File: src/inc/ptp_frame_map.svh
// Constants for the timestamp and frame-modification engine
`ifndef PTP_FRAME_MAP_SVH
`define PTP_FRAME_MAP_SVH
`define SFD_BYTE        8'hd5
`define PRE_BYTE        8'h55
`define START_BYTE      8'hfb
`define PKT_TYPE_CODE   2'h0
`define EXT_TYPE_NOPRE  2'h1
`define EXT_TYPE_PRE    2'h2
`define ETH_PTP_HI      8'h88
`define ETH_PTP_LO      8'hf7
`define ETH_V4_HI       8'h08
`define ETH_V4_LO       8'h00
`define ETH_V6_HI       8'h86
`define ETH_V6_LO       8'hdd
`define IP_PROTO_UDP    8'h11
`define POS_ETYPE_HI    16'h000c
`define POS_ETYPE_LO    16'h000d
`define POS_V4_PROTO    16'h0017
`define POS_V6_NEXT     16'h0014
`define POS_V4_CSUM     16'h0028
`define POS_V6_CSUM     16'h003c
`define POS_CF_LAST     16'h001d
`define POS_RSV_FIRST   16'h001e
`define POS_RSV_LAST    16'h0021
`define HDR_LAST_IDX    4'h7
`define DLY_DEPTH       4'h8
`define CRC32_INIT      32'hffffffff
`define CRC32_POLY      32'hedb88320
`define CRC32_RESIDUE   32'hdebb20e3
`define NS_PER_SEC      30'h3b9aca00
`endif

File: src/inc/ptp_frame_pkg.sv
// Types for the timestamp and frame-modification engine
package ptp_frame_pkg;
   typedef enum logic [3:0] {
      ST_IDLE = 4'h1,
      ST_HDR  = 4'h2,
      ST_BODY = 4'h4,
      ST_FCS  = 4'h8
   } fsm_e;
   typedef struct packed {
      logic       last;
      logic [7:0] data;
   } obyte_s;
   typedef struct packed {
      fsm_e            st;
      logic [3:0]      idx;
      logic [15:0]     pos;
      logic [29:0]     ts;
      logic [7:0]      hcrc;
      logic [31:0]     icrc;
      logic [31:0]     ocrc;
      logic [7:0][7:0] dly;
      logic [3:0]      dn;
      logic            ptp;
      logic            v4;
      logic            v6;
      logic            v6z;
      logic            bad;
      logic            expr;
      logic [1:0]      bcnt;
      obyte_s [1:0]    buf_q;
      logic            vld;
      logic            rdy;
      logic            tsv;
      logic [59:0]     tsval;
   } state_s;
endpackage

File: src/logic/ptp_timestamp_frame_engine.sv
// Per-port timestamp engine: header insertion and frame modification
//
// Function
// - Four engines, one per port instance
// - Local time and common logic elsewhere
// - Standalone or header mode, selected
// - Standalone: timestamp only unfragmented express frames
// - Receive: capture arrival stamp for time frames
// - Legacy receive: arrival subseconds into reserved
// - IPv4 UDP: bad checksum fails, clear
// - IPv6 UDP: zero check, bad fails
// - Regenerate FCS; bad input keeps FCS bad
// - Transmit: capture departure stamp, queue it
// - Legacy transmit: take arrival subseconds
// - Correction plus departure plus delay, minus arrival
// - Delay term covers stamp point to line
// - Transmit: update FCS, clear IPv4 checksum
// - Header mode: stamp all, replace preamble
// - Extension low word: two zeros, subseconds
// - Packet type field always 00
// - Subport index carries port number
// - Extension type 01 or 10, per port
// - Extension top byte carries preemption state
// - Last header byte is CRC-8
// - Stamps from shared seconds/nanoseconds counter
`timescale 1ns/1ns
`include "ptp_frame_map.svh"
module ptp_timestamp_frame_engine
   import ptp_frame_pkg::*;
#(
   parameter logic [3:0]  PORT_INDEX  = 4'h0,
   parameter logic [29:0] TX_DELAY_NS = 30'h0,
   parameter logic [7:0]  CRC8_POLY   = 8'h07
) (
   input  wire logic        clk_in,
   input  wire logic        arst_n_in,
   input  wire logic        header_mode_in,
   input  wire logic        tx_dir_in,
   input  wire logic        legacy_e2e_in,
   input  wire logic        preempt_en_in,
   input  wire logic [7:0]  preempt_state_in,
   input  wire logic        express_in,
   input  wire logic        v4_clear_en_in,
   input  wire logic        v6_zero_chk_en_in,
   input  wire logic        udp_fail_in,
   input  wire logic [29:0] local_time_ns_in,
   input  wire logic [29:0] arrival_ns_in,
   input  wire logic [7:0]  in_data_in,
   input  wire logic        in_valid_in,
   input  wire logic        in_last_in,
   input  wire logic        in_err_in,
   output logic             in_ready_out,
   output logic [7:0]       out_data_out,
   output logic             out_valid_out,
   output logic             out_last_out,
   input  wire logic        out_ready_in,
   output logic             ts_valid_out,
   output logic [59:0]      ts_value_out
);
   ////////////////////////////////////////////////////////////////////////
   function automatic logic [31:0] crc32_step(input logic [31:0] c,
                                             input logic [7:0]  b);
      logic [31:0] r;
      r = c ^ {24'h0, b};
      for (int i = 0; i < 8; i++) begin
         r = r[0] ? ((r >> 1) ^ `CRC32_POLY) : (r >> 1);
      end
      return r;
   endfunction

   function automatic logic [7:0] crc8_step(input logic [7:0] c,
                                           input logic [7:0] b);
      logic [7:0] r;
      r = c ^ b;
      for (int i = 0; i < 8; i++) begin
         r = r[7] ? ((r << 1) ^ CRC8_POLY) : (r << 1);
      end
      return r;
   endfunction

   ////////////////////////////////////////////////////////////////////////
   state_s      s_q;
   state_s      s_d;
   logic [7:0]  hb;
   logic [31:0] ts_word;
   logic        take;
   logic        pop;
   logic        push;
   obyte_s      pv;
   logic [7:0]  b;
   logic [63:0] cf;
   logic [29:0] delta;
   logic [31:0] ic;

   // Reserved-field subsecond format: two zero bits then 30 bits
   assign ts_word = {2'h0, s_q.ts};

   // Header or regenerated preamble byte for the current index
   always_comb begin
      hb = `PRE_BYTE;
      if (s_q.idx == 4'h0) begin
         hb = `START_BYTE;
      end else if (!header_mode_in) begin
         hb = (s_q.idx == `HDR_LAST_IDX) ? `SFD_BYTE : `PRE_BYTE;
      end else begin
         case (s_q.idx)
            4'h1: hb = {`PKT_TYPE_CODE, PORT_INDEX,
                        preempt_en_in ? `EXT_TYPE_PRE
                                      : `EXT_TYPE_NOPRE};
            4'h2: hb = preempt_state_in;
            4'h3: hb = ts_word[31:24];
            4'h4: hb = ts_word[23:16];
            4'h5: hb = ts_word[15:8];
            4'h6: hb = ts_word[7:0];
            default: hb = s_q.hcrc;
         endcase
      end
   end

   // Residence correction: departure minus arrival plus fixed delay
   always_comb begin
      if (s_q.ts >= arrival_ns_in) begin
         delta = s_q.ts - arrival_ns_in + TX_DELAY_NS;
      end else begin
         delta = s_q.ts + `NS_PER_SEC - arrival_ns_in + TX_DELAY_NS;
      end
   end

   ////////////////////////////////////////////////////////////////////////
   always_comb begin
      s_d   = s_q;
      pop   = out_ready_in && (s_q.bcnt != 2'h0);
      push  = 1'b0;
      pv    = '0;
      b     = in_data_in;
      cf    = '0;
      ic    = s_q.icrc;
      take  = in_valid_in && s_q.rdy;
      s_d.tsv = 1'b0;
      if (pop) begin
         s_d.buf_q[0] = s_q.buf_q[1];
         s_d.bcnt     = s_q.bcnt - 2'h1;
      end
      case (s_q.st)
         ST_IDLE: begin
            // Line preamble is dropped; a fresh one is built later
            if (take && in_data_in == `SFD_BYTE) begin
               s_d.ts   = local_time_ns_in;
               s_d.expr = express_in;
               s_d.st   = ST_HDR;
               s_d.idx  = 4'h0;
               s_d.hcrc = 8'h0;
            end
         end
         ST_HDR: begin
            if (s_q.bcnt != 2'h2) begin
               push    = 1'b1;
               pv.data = hb;
               if (s_q.idx != 4'h0) begin
                  s_d.hcrc = crc8_step(s_q.hcrc, hb);
               end
               s_d.idx = s_q.idx + 4'h1;
               if (s_q.idx == `HDR_LAST_IDX) begin
                  s_d.st   = ST_BODY;
                  s_d.pos  = 16'h0;
                  s_d.icrc = `CRC32_INIT;
                  s_d.ocrc = `CRC32_INIT;
                  s_d.dn   = 4'h0;
                  s_d.ptp  = 1'b0;
                  s_d.v4   = 1'b0;
                  s_d.v6   = 1'b0;
                  s_d.bad  = 1'b0;
               end
            end
         end
         ST_BODY: begin
            if (take) begin
               ic       = crc32_step(s_q.icrc, in_data_in);
               s_d.icrc = ic;
               if (s_q.pos == `POS_ETYPE_LO) begin
                  s_d.ptp = s_q.dly[7] == `ETH_PTP_HI
                            && in_data_in == `ETH_PTP_LO;
                  s_d.v4  = s_q.dly[7] == `ETH_V4_HI
                            && in_data_in == `ETH_V4_LO;
                  s_d.v6  = s_q.dly[7] == `ETH_V6_HI
                            && in_data_in == `ETH_V6_LO;
               end
               if (s_q.pos == `POS_V4_PROTO && s_q.v4) begin
                  s_d.v4 = in_data_in == `IP_PROTO_UDP;
               end
               if (s_q.pos == `POS_V6_NEXT && s_q.v6) begin
                  s_d.v6 = in_data_in == `IP_PROTO_UDP;
               end
               // Legacy receive writes arrival subseconds, MSB first
               if (!header_mode_in && !tx_dir_in && legacy_e2e_in
                   && s_q.ptp && s_q.expr && s_q.pos >= `POS_RSV_FIRST
                   && s_q.pos <= `POS_RSV_LAST) begin
                  case (s_q.pos[1:0])
                     2'h2: b = ts_word[31:24];
                     2'h3: b = ts_word[23:16];
                     2'h0: b = ts_word[15:8];
                     default: b = ts_word[7:0];
                  endcase
               end
               // IPv4 UDP checksum zeroed when clearing is enabled, in standalone mode only
               if (!header_mode_in && s_q.v4 && v4_clear_en_in
                   && (s_q.pos == `POS_V4_CSUM
                       || s_q.pos == `POS_V4_CSUM + 16'h1)) begin
                  b = 8'h0;
               end
               if (s_q.v6 && s_q.pos == `POS_V6_CSUM) begin
                  s_d.v6z = in_data_in == 8'h0;
               end
               if (s_q.v6 && v6_zero_chk_en_in && s_q.v6z
                   && s_q.pos == `POS_V6_CSUM + 16'h1
                   && in_data_in == 8'h0) begin
                  s_d.bad = 1'b1;
               end
               if (s_q.dn == `DLY_DEPTH) begin
                  push     = 1'b1;
                  pv.data  = s_q.dly[0];
                  s_d.ocrc = crc32_step(s_q.ocrc, s_q.dly[0]);
               end else begin
                  s_d.dn = s_q.dn + 4'h1;
               end
               s_d.dly = {b, s_q.dly[7:1]};
               // Whole correction field sits in the delay line here
               if (!header_mode_in && tx_dir_in && legacy_e2e_in
                   && s_q.ptp && s_q.expr
                   && s_q.pos == `POS_CF_LAST) begin
                  for (int i = 0; i < 8; i++) begin
                     cf[8*(7-i) +: 8] = s_d.dly[i];
                  end
                  cf = cf + {18'h0, delta, 16'h0};
                  for (int i = 0; i < 8; i++) begin
                     s_d.dly[i] = cf[8*(7-i) +: 8];
                  end
               end
               s_d.pos = s_q.pos + 16'h1;
               if (in_last_in) begin
                  s_d.st  = ST_FCS;
                  s_d.idx = 4'h0;
                  if (ic != `CRC32_RESIDUE || in_err_in || udp_fail_in) begin
                     s_d.bad = 1'b1;
                  end
                  if (s_q.ptp && s_q.expr && !header_mode_in) begin
                     s_d.tsv   = 1'b1;
                     s_d.tsval = {arrival_ns_in, s_q.ts};
                  end
               end
            end
         end
         default: begin
            if (s_q.bcnt != 2'h2) begin
               push = 1'b1;
               if (s_q.idx < 4'h4) begin
                  pv.data  = s_q.dly[s_q.idx[1:0]];
                  s_d.ocrc = crc32_step(s_q.ocrc, pv.data);
               end else begin
                  // Uninverted CRC guarantees a failing FCS downstream
                  pv.data = s_q.bad ? s_q.ocrc[8*s_q.idx[1:0] +: 8]
                                    : ~s_q.ocrc[8*s_q.idx[1:0] +: 8];
               end
               pv.last = s_q.idx == `HDR_LAST_IDX;
               s_d.idx = s_q.idx + 4'h1;
               if (s_q.idx == `HDR_LAST_IDX) begin
                  s_d.st = ST_IDLE;
               end
            end
         end
      endcase
      if (push) begin
         s_d.buf_q[s_d.bcnt[0]] = pv;
         s_d.bcnt               = s_d.bcnt + 2'h1;
      end
      s_d.vld = s_d.bcnt != 2'h0;
      // Ready looks at the next state and count, so a taken byte always fits
      s_d.rdy = (s_d.st == ST_IDLE || s_d.st == ST_BODY)
                && s_d.bcnt != 2'h2;
   end

   // One clock per instance; mode inputs must already be in this domain
   always_ff @(posedge clk_in or negedge arst_n_in) begin
      if (!arst_n_in) begin
         s_q    <= '0;
         s_q.st <= ST_IDLE;
      end else begin
         s_q <= s_d;
      end
   end

   assign in_ready_out  = s_q.rdy;
   assign out_data_out  = s_q.buf_q[0].data;
   assign out_last_out  = s_q.buf_q[0].last;
   assign out_valid_out = s_q.vld;
   assign ts_valid_out  = s_q.tsv;
   assign ts_value_out  = s_q.tsval;

   ////////////////////////////////////////////////////////////////////////
   hdr_pkt_type_a: assert property (@(posedge clk_in) disable iff (!arst_n_in)
      (s_q.st == ST_HDR && s_q.idx == 4'h1 && header_mode_in)
      |-> hb[7:6] == 2'h0) else $error("packet type not zero");
   hdr_subport_a: assert property (@(posedge clk_in) disable iff (!arst_n_in)
      (s_q.st == ST_HDR && s_q.idx == 4'h1 && header_mode_in)
      |-> hb[5:2] == PORT_INDEX) else $error("wrong subport index");
   hdr_ext_type_a: assert property (@(posedge clk_in) disable iff (!arst_n_in)
      (s_q.st == ST_HDR && s_q.idx == 4'h1 && header_mode_in)
      |-> hb[1:0] == (preempt_en_in ? 2'h2 : 2'h1))
      else $error("wrong extension type");
   hdr_ext_state_a: assert property (@(posedge clk_in) disable iff (!arst_n_in)
      (s_q.st == ST_HDR && s_q.idx == 4'h2 && header_mode_in)
      |-> hb == preempt_state_in) else $error("preemption state lost");
   hdr_ts_top_a: assert property (@(posedge clk_in) disable iff (!arst_n_in)
      (s_q.st == ST_HDR && s_q.idx == 4'h3 && header_mode_in)
      |-> hb[7:6] == 2'h0 && hb[5:0] == s_q.ts[29:24])
      else $error("bad subsecond high byte");
   hdr_length_a: assert property (@(posedge clk_in) disable iff (!arst_n_in)
      (s_q.st == ST_HDR && s_q.idx == 4'h7 && s_q.bcnt != 2'h2)
      |=> s_q.st == ST_BODY ##1 s_q.st == ST_BODY || !take)
      else $error("header not eight bytes");
   ts_capture_a: assert property (@(posedge clk_in) disable iff (!arst_n_in)
      (s_q.st == ST_IDLE && take && in_data_in == `SFD_BYTE)
      |=> s_q.ts == $past(local_time_ns_in) && s_q.st == ST_HDR)
      else $error("arrival stamp not captured");
   bad_fcs_a: assert property (@(posedge clk_in) disable iff (!arst_n_in)
      (s_q.st == ST_FCS && s_q.idx == 4'h4 && s_q.bcnt != 2'h2 && s_q.bad)
      |=> s_q.buf_q[s_q.bcnt - 2'h1].data == $past(s_q.ocrc[7:0]))
      else $error("bad frame left with good FCS");
   ready_room_a: assert property (@(posedge clk_in) disable iff (!arst_n_in)
      s_q.rdy |-> s_q.bcnt != 2'h2) else $error("ready with full buffer");
endmodule

File: config.mk
export PLATFORM = sky130hd
export DESIGN_NAME = ptp_timestamp_frame_engine
export DESIGN_NICKNAME = d
export VERILOG_FILES = /design/src/inc/ptp_frame_pkg.sv /design/src/logic/ptp_timestamp_frame_engine.sv
export VERILOG_INCLUDE_DIRS = /design/src /design/src/inc
export SDC_FILE = /design/constraint.sdc
export NUM_CORES = 1
export LEC_CHECK = 0
export BUFFER_PORTS_ARGS = -buffer_cell sky130_fd_sc_hd__buf_2
export CAP_MARGIN = 40
export CORE_MARGIN = 4
export CORE_UTILIZATION = 40
export DETAILED_ROUTE_END_ITERATION = 8
export PLACE_DENSITY = 0.63
export SYNTH_ARGS = -nofsm -noshare
export SYNTH_HDL_FRONTEND = slang
export SYNTH_SLANG_ARGS = --single-unit
File: constraint.sdc
create_clock -name clk_in -period 6.4 [get_ports clk_in]
set_input_delay 0.32 -clock clk_in [delete_from_list [all_inputs] [get_ports clk_in]]
set_output_delay 0.32 -clock clk_in [all_outputs]
set_load 0.005 [all_outputs]
# After elaboration in Yosys (flattened, before gate mapping)
# Index checks and enable logic that the tools add are counted.
[totals]
ff_bits = 283
input_bits = 90
out_inout_bits = 72
[classes]
n_shift = 1
bitwise = 38
reduce_logical = 61
n_addsub = 9
n_eq_ne = 44
muxes = 103
magnitude_cmp = 7
[ops]
columns = ["op", "count"]
rows = [
  ["32-bit two-way mux", 27],
  ["13-bit inverter with 14-bit output", 24],
  ["61-bit two-way mux", 4],
  ["8-bit two-way mux", 18],
  ["137-bit two-way mux", 1],
  ["64-bit two-way mux", 2],
  ["32-bit one-hot mux with 3 select lines", 1],
  ["32-bit by 8-bit bitwise XOR with 32-bit output", 3],
  ["72-bit two-way mux", 1],
  ["8-bit one-hot mux with 3 select lines", 3],
  ["64-bit by 46-bit adder with 64-bit output", 1],
  ["16-bit by 6-bit equality test with 1-bit output (second input constant)", 4],
  ["32-bit one-hot mux with 2 select lines", 1],
  ["30-bit subtractor", 2],
  ["16-bit by 5-bit equality test with 1-bit output (second input constant)", 3],
  ["24-bit two-way mux", 2],
  ["8-bit one-hot mux with 6 select lines", 1],
  ["8-bit equality test (second input constant)", 5],
  ["32-bit != test (second input constant)", 1],
  ["16-bit one-hot mux with 2 select lines", 1],
  ["32-bit by 6-bit variable part select with 8-bit output", 1],
  ["1-bit logical AND", 31],
  ["30-bit adder (second input constant)", 1],
  ["30-bit >= comparator", 1],
  ["53 further kinds", 124],
]

# Logic depth before layout (Yosys ltp)
[depth]
ltp_word = 24
mapped_depth = 30
depth_no_buf = 28

# Least setup slack after synthesis
# No wires, ideal clock.
[synth_path]
kind = "register -> register"
start = "reg s_q[242] (netlist name)"
end = "reg s_q[99] (netlist name)"
t_required_ns = 6.266
stages_incl_launch_ff = 26
setup_slack_ns = 0.968
path_buffers = 3
arrival_ns = 5.298
setup_ns = 0.134
path_cell_list = "dfrtp_1 -> ha_1 -> buf_2 -> nand3_1 -> nor2_1 -> nand4_1 -> a2111oi_0 -> a211oi_1 -> o21ai_0 -> o221ai_1 -> a21oi_1 -> clkbuf_1 -> o21ai_0 -> ha_1 -> a21o_1 -> nand4_1 -> a41o_1 -> and2_1 -> o311a_1 -> o21ba_2 -> o221ai_1 -> nor2b_1 -> buf_2 -> nor3b_1 -> xnor2_1 -> o21ai_0"
[synth_via]
elab_chain_len = 7
word_cells_on_any_way = 12
cone_classes = "add/sub (4); order compare (1); mux (7)"
[synth_lines]
columns = ["element", "line_no", "text"]
rows = [
  ["from (decl)", "ptp_timestamp_frame_engine.sv:82", "state_s s_q;"],
  ["branches (longest 5 deep; another with 30-bit adder)", "n/a", ""],
  ["64-bit by 46-bit adder with 64-bit output *", "ptp_timestamp_frame_engine.sv:234", "cf = cf + {18'h0, delta, 16'h0};"],
  ["64-bit two-way mux *", "ptp_timestamp_frame_engine.sv:228", "if (!header_mode_in && tx_dir_in && legacy_e2e_in"],
]
# Mark *: on every way between the ends. The select of a mux whose other input is x is not followed.
# A chain may end at the register's enable or synchronous reset.

# Worst setup path after layout
[layout_path]
start = "reg s_q[233] (netlist name)"
end = "reg s_q[105] (netlist name)"
# Same word-level chain as after synthesis.

==> flow_summary_export.csv <==
group,metric,value,unit
sta,whs,20.7,ps
pwr,power_density,482,nW/um2
final_layout,area_delta_synth_final,12.2,%
synthesis,synth_seq_cells,283,
synthesis,avgSynthCellArea,8.75,um2
grt,overflow,0,
final_layout,final_common_cell,"dfrtp_1",
routing,drt-total-wl,65.0,mm
final_layout,stdcell_count,3249,
routing,drt-pass1-iter-count,7,
synthesis,ys.warnings.count,0,
clock_tree,clk_latency,560,ps
floorplan,dieArea,57200,um2
clock_tree,htreeDepth,2,
grt,grt_antenna_before_repair,2,
setup_path,timing.rr.end,"s_q[105]",
clock_tree,cts_tree,"yes",
grt,grt_pass1_wl,103,mm
setup_path,worst-path-max-fanout,10,
floorplan,initial_core_util,0.405,
run,maxCapViolations,0,
hold_path,holdPathStages,3,
final_layout,fin_nets,2760,
routing,vias,18130,
synthesis,async_reset_ff_frac,1.00,
synthesis,synthFlopType,"dfrtp_1",
routing,routedWlPerCell,20.0,um
floorplan,dieHeight,239,um
status,status,"completed",
synthesis,synthesis.nets,2664,
grt,grt_max_degree,177,
setup_path,critPathKind,"reg -> reg",
sta,slew_viol_final,0,
sta,max_freq,169,MHz
routing,drc,0,
synthesis,synth_area,21400,um2
sta,rsz0062_at_grt,"no",
sta,layout_min_cycle_time,5930,ps
clock_tree,cts-root-buf,"clkbuf_16",
clock_tree,cts_sinks,283,
setup_path,reg2reg_from,"s_q[233]",
sta,setup_viol,0,
final_layout,fillerInstances,5138,
pwr,peakVddDrop,334,uV
routing,dr.first_iter.drc_count,1411,
hold_path,hp-class,"in -> reg",
pwr,power.leakage,0.0107,uW
sta,finalCritPeriodShare,0.926,
sta,slew_headroom,0.260,
final_layout,fin_area,24000,um2
setup_path,required,6840,ps
clock_tree,clkTransAtPathRegs,60,ps
setup_path,cp-end-kind,"register",
grt,grt_pass1_vias,18307,
placed_design,place_area,22600,um2
placed_design,port_buffers,161,
placed_design,dpl.cell_count,3167,
setup_path,rr_worst_depth,24,
routing,avgViaCountPerCell,5.58,
synthesis,synth_cell_type_count,86,
sta,worstMarginPinSlew,1110,ps
clock_tree,cts_made_buffers,34,
routing,ant_nets,0,
placed_design,dp_hpwl,49.0,mm
pwr,power.total,11600,uW
clock_tree,ctsLongestPathBuffers,3,
sta,finalSetupTns,0,ps
hold_path,worstHoldStart,"arrival_ns_in[0]",
synthesis,synth_edf_count,0,
sta,hold_viol,0,
sta,finalClockSkew,28.1,ps
synthesis,synthCells,2441,
setup_path,cp.arrival,6370,ps
floorplan,num_io_pins,162,
final_layout,drive_above_1_share,0.147,
synthesis,ys_seq_area_frac,0.332,
placed_design,gp_congestion,0.935,
floorplan,core_area,52800,um2
floorplan,die_w,239,um
setup_path,crit_path_start_kind,"register",
floorplan,num_rows,84,
setup_path,reg2reg_slack,470,ps
hold_path,whs_endpoint,"ts_value_out[30]",
grt,track_usage,0.225,
final_layout,final_cell_mix,"281 x dfrtp_1, 277 x nand2_1, 229 x xnor2_1",
==> worst max-delay path, cell delays in order (launching register included) <==
cell and delay (ps):
dfrtp_1 520, ha_1 240, inv_1 60, fa_1 380, and4_1 210, a2111oi_1 410
buf_4 200, a211oi_1 60, o21ai_0 250, o221ai_1 220, a21oi_4 350, o21ai_0 150
ha_1 350, a21o_1 150, nand4_1 120, a41o_1 280, and2_1 180, o311a_1 370
o21ba_2 260, o221ai_1 300, nor2b_1 220, buf_4 170, nand3_1 90, xor2_1 150
o21ai_0 130
==> Yosys cell counts, types with 25 or more instances <==
| cell | n | area [um2] |
|---|---|---|
| a221oi_1 | 29 | 254 |
| nand3_1 | 50 | 250 |
| buf_4 | 70 | 526 |
| nor2_1 | 175 | 657 |
| clkbuf_1 | 87 | 327 |
| xor2_1 | 97 | 850 |
| nand2_1 | 278 | 1040 |
| xnor2_1 | 229 | 2010 |
| a21oi_1 | 172 | 861 |
| ha_1 | 115 | 1440 |
| inv_1 | 140 | 526 |
| a21o_1 | 38 | 285 |
| a31oi_1 | 25 | 156 |
| o21ai_0 | 196 | 981 |
| mux2_2 | 48 | 541 |
| dfrtp_1 | 282 | 7060 |
==> sequential cells by signal (all words and copies together) (netlist names), named ones only <==
register and flops:
out_valid_out 1, ts_valid_out 1, ts_value_out 60, out_last_out 1, s_q 202, out_data_out 8
in_ready_out 1
==> cell type report <==
cell class              instances  area, um2  area share
diodes                          1       2.50    0.000104
well taps                     688        861      0.0359
clock inverters                 6        108     0.00449
repair buffers                235       1490      0.0620
inverters                     141        529      0.0221
multi-input cells            1842      12900       0.537
clock buffers                  53       1040      0.0432
flip-flops and latches        283       7080       0.295
==> layer usage <==
metal / part of all wire / track usage / vias to the layer above
met1: 0.46 / 0.312 / 8900
li1: - / - / 8606
met5: 0 / 0 / -
met4: 0.027 / 0.0681 / 0
met3: 0.059 / 0.0366 / 108
met2: 0.46 / 0.363 / 516
==> through the flow <==
step,setup WS (ps),util
6_report,474,0.454
5_1_grt,34.3,0.454
4_1_cts,385,0.454
3_5_place_dp,289,0.428
3_3_place_gp,451,0.426
2_1_floorplan,968,-
==> power breakdown <==
part | internal (uW) | leakage (uW) | switching [uW]
clock network | 1230 | 0.000555 | 796
logic | 2950 | 0.00651 | 3880
registers | 2220 | 0.00365 | 479
total | 6400 | 0.0107 | 5160
==> cell families after synthesis <==
group,Yosys count,share of synthesized area
and+or+nand+nor,678,0.146
AOI/OAI and AO/OA,619,0.180
xor gates and xnor gates,333,0.139
buffers and inverters,316,0.0697
DFF,283,0.332
adders and majority gates,133,0.0842
muxes,79,0.0492
==> how the worst max path moves through the flow <==
stage | to | cells after the start | start
2_1_floorplan | s_q[99] | 25 | s_q[242]
3_3_place_gp | s_q[106] | 28 | arrival_ns_in[2]
3_5_place_dp | s_q[106] | 28 | arrival_ns_in[2]
4_1_cts | s_q[106] | 24 | s_q[233]
5_1_grt | s_q[93] | 25 | s_q[233]
6_report | s_q[105] | 24 | s_q[233]
==> what timing repair did <==
item | in CTS | in global routing
gates resized for setup | 0 | 6
endpoints found under the hold margin | 128 | 0
buffers inserted | 0 | 0
endpoints found under the setup margin | 0 | 12
hold buffers | 22 | 0
(Power assumes the default switching activity.)
